===== config.mk =====
export PLATFORM = sky130hd
export DESIGN_NAME = srf_filter_select
export DESIGN_NICKNAME = d
export VERILOG_FILES = /design/src/srf_pkg.sv /design/src/srf_filter_select.sv
export VERILOG_INCLUDE_DIRS = /design/src
export SDC_FILE = /design/constraint.sdc
export NUM_CORES = 1
export LEC_CHECK = 0
export BUFFER_PORTS_ARGS = -buffer_cell sky130_fd_sc_hd__buf_2
export CAP_MARGIN = 10
export CORE_ASPECT_RATIO = 1.5
export CORE_UTILIZATION = 40
export CTS_CLUSTER_DIAMETER = 200
export DETAILED_ROUTE_END_ITERATION = 10
export PLACE_DENSITY_LB_ADDON = 0.08
export SLEW_MARGIN = 40
export SYNTH_ARGS = -nofsm -noshare
export SYNTH_HDL_FRONTEND = slang
export SYNTH_SLANG_ARGS = --single-unit

===== constraint.sdc =====
create_clock -name I_CLK -period 29.4 [get_ports I_CLK]
set_clock_uncertainty 0.2 [all_clocks]
set_input_delay 1.47 -clock I_CLK [delete_from_list [all_inputs] [get_ports I_CLK]]
set_output_delay 1.47 -clock I_CLK [all_outputs]
set_load 0.05 [all_outputs]

===== src/srf_params.svh =====
// Constants for the resonance filter selection block
`ifndef SRF_PARAMS_SVH
`define SRF_PARAMS_SVH
`define SRF_IDX_FILT_MODE  5'h00
`define SRF_IDX_N1_FREQ    5'h01
`define SRF_IDX_N1_SHAPE   5'h02
`define SRF_IDX_N5_SHAPE   5'h0a
`define SRF_IDX_ROBUST     5'h0b
`define SRF_IDX_SHAFT_SEL  5'h0c
`define SRF_IDX_SHAFT_CODE 5'h0d
`define SRF_IDX_GAIN_MODE  5'h0e
`define SRF_IDX_VS1_MODE   5'h0f
`define SRF_IDX_VS2_MODE   5'h10
`define SRF_IDX_VS2_EN     5'h11
`define SRF_IDX_VS1_BASE   5'h12
`define SRF_IDX_VS2_BASE   5'h16
`define SRF_IDX_STATUS     5'h1a
`define SRF_NREG           27
`define SRF_MODE_MANUAL    4'h2
`define SRF_MODE_AUTO      4'h1
`define SRF_MODE_OFF       4'h0
`define SRF_DIGIT_ON       4'h1
`define SRF_GAIN_AUTO2     4'h2
`define SRF_GAIN_MANUAL    4'h3
`define SRF_SHAFT_AUTO     4'h0
`define SRF_SHAFT_MANUAL   4'h1
`define SRF_SHAFT_MIN_CODE 5'h02
`define SRF_SHAFT_MAX_CODE 6'h1f
`define SRF_SHAFT_HZ_NUM   16'h2328
`define SRF_NOTCH_MIN_HZ   16'h000a
`define SRF_NOTCH_MAX_HZ   16'h1194
`define SRF_VS_EST_MIN     16'h000a
`define SRF_VS_EST_MAX     16'h03e8
`define SRF_INERTIA_SHIFT  6
`endif


===== src/srf_pkg.sv =====
// Types shared by the resonance filter selection block
package srf_pkg;
  typedef logic [15:0] srf_word_t;
  typedef struct packed {
    logic      valid;
    srf_word_t vib_freq;
    srf_word_t res_freq;
    srf_word_t vib_damp;
    srf_word_t res_damp;
  } srf_vs_est_s;
  typedef struct packed {
    logic [4:0] notch_en;
    logic       shaft_en;
    logic [1:0] vs_active;
  } srf_filt_stat_s;
endpackage


===== src/srf_filter_select.sv =====
// Resonance filter selection with APB parameter registers
//
// Design decisions made here: the APB interface to the registers and the register offsets.
`timescale 1ns/100ps
`include "srf_params.svh"
module srf_filter_select #(
  parameter int              DATA_W     = 16,
  parameter int              PIPE_DEPTH = 6,
  parameter logic [7:0]      TUNE_COUNT = 8'h05
) (
  input  wire logic                   I_CLK,
  input  wire logic                   I_NRST,
  input  wire logic                   I_PSEL,
  input  wire logic                   I_PENABLE,
  input  wire logic                   I_PWRITE,
  input  wire logic [11:0]            I_PADDR,
  input  wire logic [31:0]            I_PWDATA,
  output logic                        O_PREADY,
  output logic [31:0]                 O_PRDATA,
  output logic                        O_PSLVERR,
  input  wire logic [DATA_W-1:0]      I_SAMPLE,
  input  wire logic                   I_SAMPLE_VALID,
  output logic [DATA_W-1:0]           O_SAMPLE,
  output logic                        O_SAMPLE_VALID,
  input  wire logic [4:0]             I_MOTOR_SHAFT_CODE,
  input  wire logic [15:0]            I_INERTIA_RATIO,
  input  wire logic                   I_POS_DONE,
  input  wire srf_pkg::srf_vs_est_s   I_VS1_EST,
  input  wire srf_pkg::srf_vs_est_s   I_VS2_EST,
  output srf_pkg::srf_filt_stat_s     O_FILT_STAT,
  output logic [15:0]                 O_SHAFT_HZ,
  output logic [4:0]                  O_SHAFT_CODE
);

  srf_pkg::srf_word_t cfg_r   [`SRF_NREG];
  srf_pkg::srf_word_t cfg_nxt [`SRF_NREG];
  logic [7:0]         tune_cnt_r [2];
  logic [7:0]         tune_cnt_nxt [2];
  logic [DATA_W-1:0]  pipe_r [PIPE_DEPTH];
  logic [PIPE_DEPTH-1:0] pipe_v_r;
  srf_pkg::srf_filt_stat_s stat_r;
  srf_pkg::srf_filt_stat_s stat_nxt;
  logic [15:0]        shaft_hz_r;
  logic [4:0]         shaft_code_r;
  logic               pready_r;
  logic [31:0]        prdata_r;
  logic               pslverr_r;

  // Low hex digit and second hex digit of a parameter word
  function automatic logic [3:0] dig0(input srf_pkg::srf_word_t w);
    return w[3:0];
  endfunction
  function automatic logic [3:0] dig1(input srf_pkg::srf_word_t w);
    return w[7:4];
  endfunction

  // Odd indices 1..9 hold notch frequencies
  function automatic logic is_notch_freq(input logic [4:0] idx);
    return idx[0] && (idx >= `SRF_IDX_N1_FREQ) &&
           (idx < `SRF_IDX_N5_SHAPE);
  endfunction

  function automatic srf_pkg::srf_word_t clamp_notch(
    input srf_pkg::srf_word_t w);
    if (w < `SRF_NOTCH_MIN_HZ) begin
      return `SRF_NOTCH_MIN_HZ;
    end else if (w > `SRF_NOTCH_MAX_HZ) begin
      return `SRF_NOTCH_MAX_HZ;
    end
    return w;
  endfunction

  function automatic logic est_in_range(input srf_pkg::srf_vs_est_s e);
    return e.valid &&
           (e.vib_freq >= `SRF_VS_EST_MIN) &&
           (e.vib_freq <= `SRF_VS_EST_MAX) &&
           (e.res_freq >= `SRF_VS_EST_MIN) &&
           (e.res_freq <= `SRF_VS_EST_MAX);
  endfunction

  // APB decode
  wire  [4:0] reg_idx    = I_PADDR[6:2];
  wire        addr_ok    = (I_PADDR[11:7] == 5'h00) &&
                           (I_PADDR[1:0] == 2'h0) &&
                           (reg_idx <= `SRF_IDX_STATUS);
  wire        setup      = I_PSEL && !I_PENABLE;
  wire        access     = I_PSEL && I_PENABLE && pready_r;
  wire        sw_wr      = access && I_PWRITE && addr_ok &&
                           (reg_idx != `SRF_IDX_STATUS);

  // Filter enables
  wire        gain_vs_ok = (dig0(cfg_r[`SRF_IDX_GAIN_MODE]) ==
                            `SRF_GAIN_AUTO2) ||
                           (dig0(cfg_r[`SRF_IDX_GAIN_MODE]) ==
                            `SRF_GAIN_MANUAL);
  wire  [3:0] vs1_mode   = dig0(cfg_r[`SRF_IDX_VS1_MODE]);
  wire  [3:0] vs2_mode   = dig1(cfg_r[`SRF_IDX_VS2_MODE]);
  wire        vs2_enable = dig0(cfg_r[`SRF_IDX_VS2_EN]) ==
                           `SRF_DIGIT_ON;
  wire        robust_on  = dig0(cfg_r[`SRF_IDX_ROBUST]) ==
                           `SRF_DIGIT_ON;
  wire  [4:0] notch_sel;
  assign notch_sel[0] = dig0(cfg_r[`SRF_IDX_FILT_MODE]) ==
                        `SRF_MODE_MANUAL;
  genvar gn;
  generate
    for (gn = 1; gn < 5; gn++) begin : g_notch_en
      assign notch_sel[gn] =
        dig0(cfg_r[`SRF_IDX_N1_SHAPE + 5'(2 * gn)]) ==
        `SRF_DIGIT_ON;
    end
  endgenerate
  wire  [4:0] notch_en   = {notch_sel[4] && !robust_on,
                            notch_sel[3:0]};

  // Shaft filter code: automatic from motor and load, or manual
  wire  [3:0] shaft_sel  = dig0(cfg_r[`SRF_IDX_SHAFT_SEL]);
  // Wide enough that a large inertia ratio saturates, never wraps
  wire [10:0] auto_sum   = 11'(I_MOTOR_SHAFT_CODE) +
                           11'(I_INERTIA_RATIO >> `SRF_INERTIA_SHIFT);
  wire  [4:0] auto_code  = (auto_sum > `SRF_SHAFT_MAX_CODE) ?
                           5'(`SRF_SHAFT_MAX_CODE) :
                           auto_sum[4:0];
  // Other selection digits turn the filter off
  wire  [4:0] shaft_code = (shaft_sel == `SRF_SHAFT_AUTO) ? auto_code :
                           (shaft_sel == `SRF_SHAFT_MANUAL) ?
                           cfg_r[`SRF_IDX_SHAFT_CODE][4:0] :
                           5'h00;
  wire        shaft_code_on = shaft_code >= `SRF_SHAFT_MIN_CODE;
  wire [15:0] shaft_hz   = shaft_code_on ?
                           16'(`SRF_SHAFT_HZ_NUM / 16'(shaft_code)) :
                           16'h0000;
  wire        shaft_en   = shaft_code_on && !notch_en[3];

  // Vibration suppression stages
  wire  [1:0] vs_active  = {gain_vs_ok && vs2_enable &&
                            (vs2_mode != `SRF_MODE_OFF),
                            gain_vs_ok &&
                            (vs1_mode != `SRF_MODE_OFF)};
  // Estimator gives one frequency set per stage, two at most
  wire  [1:0] vs_capture = {vs_active[1] &&
                            (vs2_mode == `SRF_MODE_AUTO) &&
                            I_POS_DONE && est_in_range(I_VS2_EST),
                            vs_active[0] &&
                            (vs1_mode == `SRF_MODE_AUTO) &&
                            I_POS_DONE &&
                            est_in_range(I_VS1_EST)};

  // Software writes first, then tuning hardware overrides them
  always_comb begin
    for (int i = 0; i < `SRF_NREG; i++) begin
      cfg_nxt[i] = cfg_r[i];
    end
    tune_cnt_nxt[0] = tune_cnt_r[0];
    tune_cnt_nxt[1] = tune_cnt_r[1];
    if (sw_wr) begin
      cfg_nxt[reg_idx] = is_notch_freq(reg_idx) ?
                         clamp_notch(I_PWDATA[15:0]) :
                         I_PWDATA[15:0];
    end
    if (sw_wr && (reg_idx == `SRF_IDX_VS1_MODE)) begin
      tune_cnt_nxt[0] = 8'h00;
    end
    if (sw_wr && (reg_idx == `SRF_IDX_VS2_MODE)) begin
      tune_cnt_nxt[1] = 8'h00;
    end
    if (vs_capture[0]) begin
      cfg_nxt[`SRF_IDX_VS1_BASE]        = I_VS1_EST.vib_freq;
      cfg_nxt[`SRF_IDX_VS1_BASE + 5'h1] = I_VS1_EST.res_freq;
      cfg_nxt[`SRF_IDX_VS1_BASE + 5'h2] = I_VS1_EST.vib_damp;
      cfg_nxt[`SRF_IDX_VS1_BASE + 5'h3] = I_VS1_EST.res_damp;
      tune_cnt_nxt[0] = tune_cnt_r[0] + 8'h01;
      if (tune_cnt_r[0] + 8'h01 >= TUNE_COUNT) begin
        cfg_nxt[`SRF_IDX_VS1_MODE] = {cfg_r[`SRF_IDX_VS1_MODE][15:4],
                                      `SRF_MODE_MANUAL};
        tune_cnt_nxt[0] = 8'h00;
      end
    end
    if (vs_capture[1]) begin
      cfg_nxt[`SRF_IDX_VS2_BASE]        = I_VS2_EST.vib_freq;
      cfg_nxt[`SRF_IDX_VS2_BASE + 5'h1] = I_VS2_EST.res_freq;
      cfg_nxt[`SRF_IDX_VS2_BASE + 5'h2] = I_VS2_EST.vib_damp;
      cfg_nxt[`SRF_IDX_VS2_BASE + 5'h3] = I_VS2_EST.res_damp;
      tune_cnt_nxt[1] = tune_cnt_r[1] + 8'h01;
      if (tune_cnt_r[1] + 8'h01 >= TUNE_COUNT) begin
        cfg_nxt[`SRF_IDX_VS2_MODE] = {cfg_r[`SRF_IDX_VS2_MODE][15:8],
                                      `SRF_MODE_MANUAL,
                                      cfg_r[`SRF_IDX_VS2_MODE][3:0]};
        tune_cnt_nxt[1] = 8'h00;
      end
    end
    cfg_nxt[`SRF_IDX_STATUS] = 16'(stat_r);
  end

  // Reset leaves all zero: shaft auto, robust off
  always_ff @(posedge I_CLK or negedge I_NRST) begin
    if (!I_NRST) begin
      for (int i = 0; i < `SRF_NREG; i++) begin
        cfg_r[i] <= 16'h0000;
      end
      tune_cnt_r[0] <= 8'h00;
      tune_cnt_r[1] <= 8'h00;
    end else begin
      cfg_r        <= cfg_nxt;
      tune_cnt_r   <= tune_cnt_nxt;
    end
  end

  assign stat_nxt = '{notch_en: notch_en, shaft_en: shaft_en,
                      vs_active: vs_active};

  always_ff @(posedge I_CLK or negedge I_NRST) begin
    if (!I_NRST) begin
      stat_r       <= '0;
      shaft_hz_r   <= 16'h0000;
      shaft_code_r <= 5'h00;
    end else begin
      stat_r       <= stat_nxt;
      shaft_hz_r   <= shaft_hz;
      shaft_code_r <= shaft_code;
    end
  end

  // One wait-free access cycle; pready high in the cycle after setup
  wire [31:0] rd_word = (addr_ok ? 32'(cfg_r[reg_idx]) : 32'h0000_0000);
  always_ff @(posedge I_CLK or negedge I_NRST) begin
    if (!I_NRST) begin
      pready_r  <= 1'b0;
      prdata_r  <= 32'h0000_0000;
      pslverr_r <= 1'b0;
    end else begin
      pready_r  <= setup;
      prdata_r  <= (setup && !I_PWRITE) ? rd_word : 32'h0000_0000;
      pslverr_r <= setup && !addr_ok;
    end
  end

  // Filter arithmetic lives elsewhere; each stage is one register
  genvar gp;
  generate
    for (gp = 0; gp < PIPE_DEPTH; gp++) begin : g_pipe
      always_ff @(posedge I_CLK or negedge I_NRST) begin
        if (!I_NRST) begin
          pipe_r[gp]   <= '0;
          pipe_v_r[gp] <= 1'b0;
        end else if (gp == 0) begin
          pipe_r[gp]   <= I_SAMPLE;
          pipe_v_r[gp] <= I_SAMPLE_VALID;
        end else begin
          pipe_r[gp]   <= pipe_r[gp-1];
          pipe_v_r[gp] <= pipe_v_r[gp-1];
        end
      end
    end
  endgenerate

  assign O_PREADY       = pready_r;
  assign O_PRDATA       = prdata_r;
  assign O_PSLVERR      = pslverr_r;
  assign O_SAMPLE       = pipe_r[PIPE_DEPTH-1];
  assign O_SAMPLE_VALID = pipe_v_r[PIPE_DEPTH-1];
  assign O_FILT_STAT    = stat_r;
  assign O_SHAFT_HZ     = shaft_hz_r;
  assign O_SHAFT_CODE   = shaft_code_r;

endmodule // srf_filter_select


==> flow_summary.yaml <==
synth:
  synth_cell_types: 104
  ys_seq_area_share_pct: 48.4
  synth_commonest_cells: "dfrtp_1 (589), nand2_1 (425), nor2_1 (377)"
  yosys_warnings: 0
  synth_area_leader_cell: "dfrtp_1"
  synth_edf_count: 0
  synthesis.area_um2: 30400
  synth_ff_type: "dfrtp_1"
  ys_top_cells_by_area: "dfrtp_1 (48%), mux4_2 (7.3%), o21ai_0 (6.1%)"
  async_flop_share_pct: 100
  synth.most_common_cell: "dfrtp_1"
  synth-seq-cells: 589
  synth_cells: 3147
  avgSynthCellArea_um2: 9.68
  synth_top_area_share_pct: 48.4
pwr:
  p_leak_nw: 16.4
  combPwrFrac_pct: 15.4
  p_sw_share_pct: 27.4
  p_seq_share_pct: 43.1
  power.switching_uw: 523
  irDropWorstVdd_uv: 47.4
  clkPwrFrac_pct: 41.4
  intPower_mw: 1.38
  p_per_area_nw_per_um2: 53.8
place:
  port_buffers: 259
  post-dp-hpwl_mm: 73.2
  gp_congestion: 0.904
route:
  avgViaCountPerCell: 5.62
  drc: 0
  drtIter0Drc: 1603
  ant_nets: 0
  wl_per_cell_um: 22.8
  num_vias: 24900
  postRouteWirelength_mm: 101
  dr.pass1.iters: 8
worst_hold_path:
  min_path_type: "register to register"
critical_path:
  cp-start-kind: "input pin"
  cp.required_ns: 29.71
  cp_slowest_cell: "or4_4"
  critPathKind: "input pin to register"
  crit_path_max_fanout: 7
  cpPeakStageDelay_ns: 0.60
  arrival_ns: 27.78
  worst_setup_path_end_kind: "register"
  cpMostUsedCell: "ha_1"
global_route:
  first_global_vias: 25200
  grt_pass1_wl_mm: 153
  grtUsageTotal_pct: 26.5
  grt_overflow_total: 0
  antenna_found_initial: 0
  grt_max_degree: 109
clocking:
  cts.sinks: 589
  cts_max_path_buffers: 3
  h-tree-depth: 2
  clkTransAtPathRegs_ns: 0.06
  root_buffer: "clkbuf_16"
  cts_made_buffers: 59
  clk_latency_ns: 0.67
  cts_tree: "done"
timing:
  hold_viol: 0
  fin_crit_ns: 27.47
  setup_viol: 0
  hold_slack_ns: 0.143
  period_share_pct: 93.4
  worstMarginPinSlew_ns: 0.863
  slew_headroom_pct: 42.2
  drv_slew: 0
  max_freq_ghz: 0.0364
finish:
  utilization_pct: 47.2
  fill_cells: 7250
  diodes: 0
  finalNetCount: 3664
  area_delta_synth_final_pct: 16.4
  drive_above_1_share_pct: 20.9
outcome:
  status: "finished clean"
floorplan:
  ios: 298
  die-area_um2: 77300
  start_util_pct: 40.5
  rows: 123
  coreArea_um2: 75100
  die_h_um: 340
  fp.dieW_um: 227
flow_run:
  max_cap_violations: 0
==> final cells by class <==
type | count | area [µm²] | area share, %
well taps | 1000 | 1250 | 3.53
multi-input cells | 2304 | 14800 | 41.9
clock inverters | 24 | 304 | 0.858
flip-flops and latches | 589 | 14700 | 41.6
inverters | 29 | 109 | 0.307
clock buffers | 86 | 1740 | 4.91
repair buffers | 397 | 2460 | 6.94
==> routing by layer <==
layer  routed length, µm  vias up  GRT usage [%]  share of wire (%)
met4                6030        0           14.6                6.0
met3                4540      199           3.28                4.5
met2               51300      737           45.9                 51
met1               39100    12300           31.6                 39
li1                    -    11600              -                  -
met5                   0        -              0                  0
==> cells by family after synthesis <==
family                   after synthesis  share of synthesized area (%)
multiplexers                         160                           9.41
buffers and inverters                269                           3.89
AO/OA/AOI/OAI                        911                           17.8
other                                  1                         0.0123
flip-flops                           589                           48.4
XOR/XNOR                              43                           1.28
AND/OR/NAND/NOR                     1108                           16.4
adder cells (fa/ha/maj)               66                           2.74
==> path summary, 6_finish.rpt <==
check	startpoint	endpoint	slack, ns	cells after the start
setup / recovery	I_MOTOR_SHAFT_CODE[0]	O_SHAFT_HZ[0]	1.93	134
hold / removal	pipe_v_r[1]	pipe_v_r[2]	0.14	0
setup reg to reg	cfg_r[227]	O_SHAFT_HZ[0]	3.09	130
hold reg to reg	pipe_v_r[1]	pipe_v_r[2]	0.14	0
max in group asynchronous	I_NRST	cfg_r[50]	25.68	5
min in group asynchronous	I_NRST	pipe_r[47]	0.65	1
==> stage by stage <==
stage | total power, mW | area, µm² | setup TNS (ns) | setup WS, ns | std cells
floorplan | 1.00 | 30500 | 0 | 0.726 | 3162
global placement | 1.12 | 33000 | 0 | 0.553 | 4309
detailed placement | 1.13 | 33200 | 0 | 0.281 | 4314
CTS | 1.92 | 35300 | 0 | 0.841 | 4424
global route | 1.98 | 35400 | -0.00394 | -0.00394 | 4429
finish | 1.91 | 35400 | 0 | 1.93 | 4429
==> worst max-delay path, delay by kind of cell <==
kind            cells  cell delay (ns)
simple gates       47             8.66
fa+ha+maj          17             5.14
mux                 4             1.11
compound gates     58            10.29
xor+xnor            1             0.24
buf+inv             7             0.78
==> registers in the layout, indices dropped and copies added (netlist names) <==
name	count
O_SAMPLE_VALID	1
pipe_v_r	5
O_SAMPLE	16
tune_cnt_r	16
O_PSLVERR	1
O_PRDATA	16
cfg_r	424
O_PREADY	1
O_SHAFT_HZ	16
pipe_r	80
O_SHAFT_CODE	5
O_FILT_STAT	8
==> layout by cell type, fill, tap and decap left out, types with 11 or more instances in the layout <==
| cell | n |
|---|---|
| a21o_1 | 27 |
| a21oi_1 | 280 |
| a22oi_1 | 14 |
| a31oi_1 | 20 |
| and2_1 | 36 |
| and3_1 | 15 |
| buf_2 | 256 |
| buf_4 | 129 |
| clkbuf_1 | 12 |
| clkbuf_16 | 60 |
| clkbuf_8 | 14 |
| conb_1 | 16 |
| dfrtp_1 | 589 |
| ha_1 | 65 |
| inv_1 | 26 |
| mux2_2 | 19 |
| mux2i_1 | 42 |
| mux4_2 | 99 |
| nand2_1 | 396 |
| nand2_2 | 29 |
| nand2b_1 | 31 |
| nand3_1 | 30 |
| nand4_1 | 17 |
| nor2_1 | 373 |
| nor2b_1 | 20 |
| nor3_1 | 37 |
| nor4_1 | 22 |
| o211ai_1 | 13 |
| o21a_1 | 25 |
| o21ai_0 | 367 |
| o31ai_1 | 11 |
| or3_1 | 16 |
| xnor2_1 | 21 |
| xor2_1 | 21 |
==> power by group through the flow <==
| stage | Clock (mW) | Sequential, mW | Combinational, mW |
|---|---|---|---|
| 2_1_floorplan | 0 | 0.845 | 0.157 |
| 3_3_place_gp | 0 | 0.837 | 0.281 |
| 3_5_place_dp | 0 | 0.838 | 0.289 |
| 4_1_cts | 0.806 | 0.823 | 0.291 |
| 5_1_grt | 0.842 | 0.823 | 0.315 |
| 6_report | 0.790 | 0.822 | 0.294 |
==> timing repair <==
| item | in CTS | in global routing |
|---|---|---|
| buffers inserted | 0 | 5 |
| endpoints found under the setup margin | 0 | 1 |
| resized for setup | 0 | 24 |
| hold buffers | 0 | 0 |
| endpoints found under the hold margin | 0 | 0 |
No activity file was read; power rests on OpenSTA's default activity.
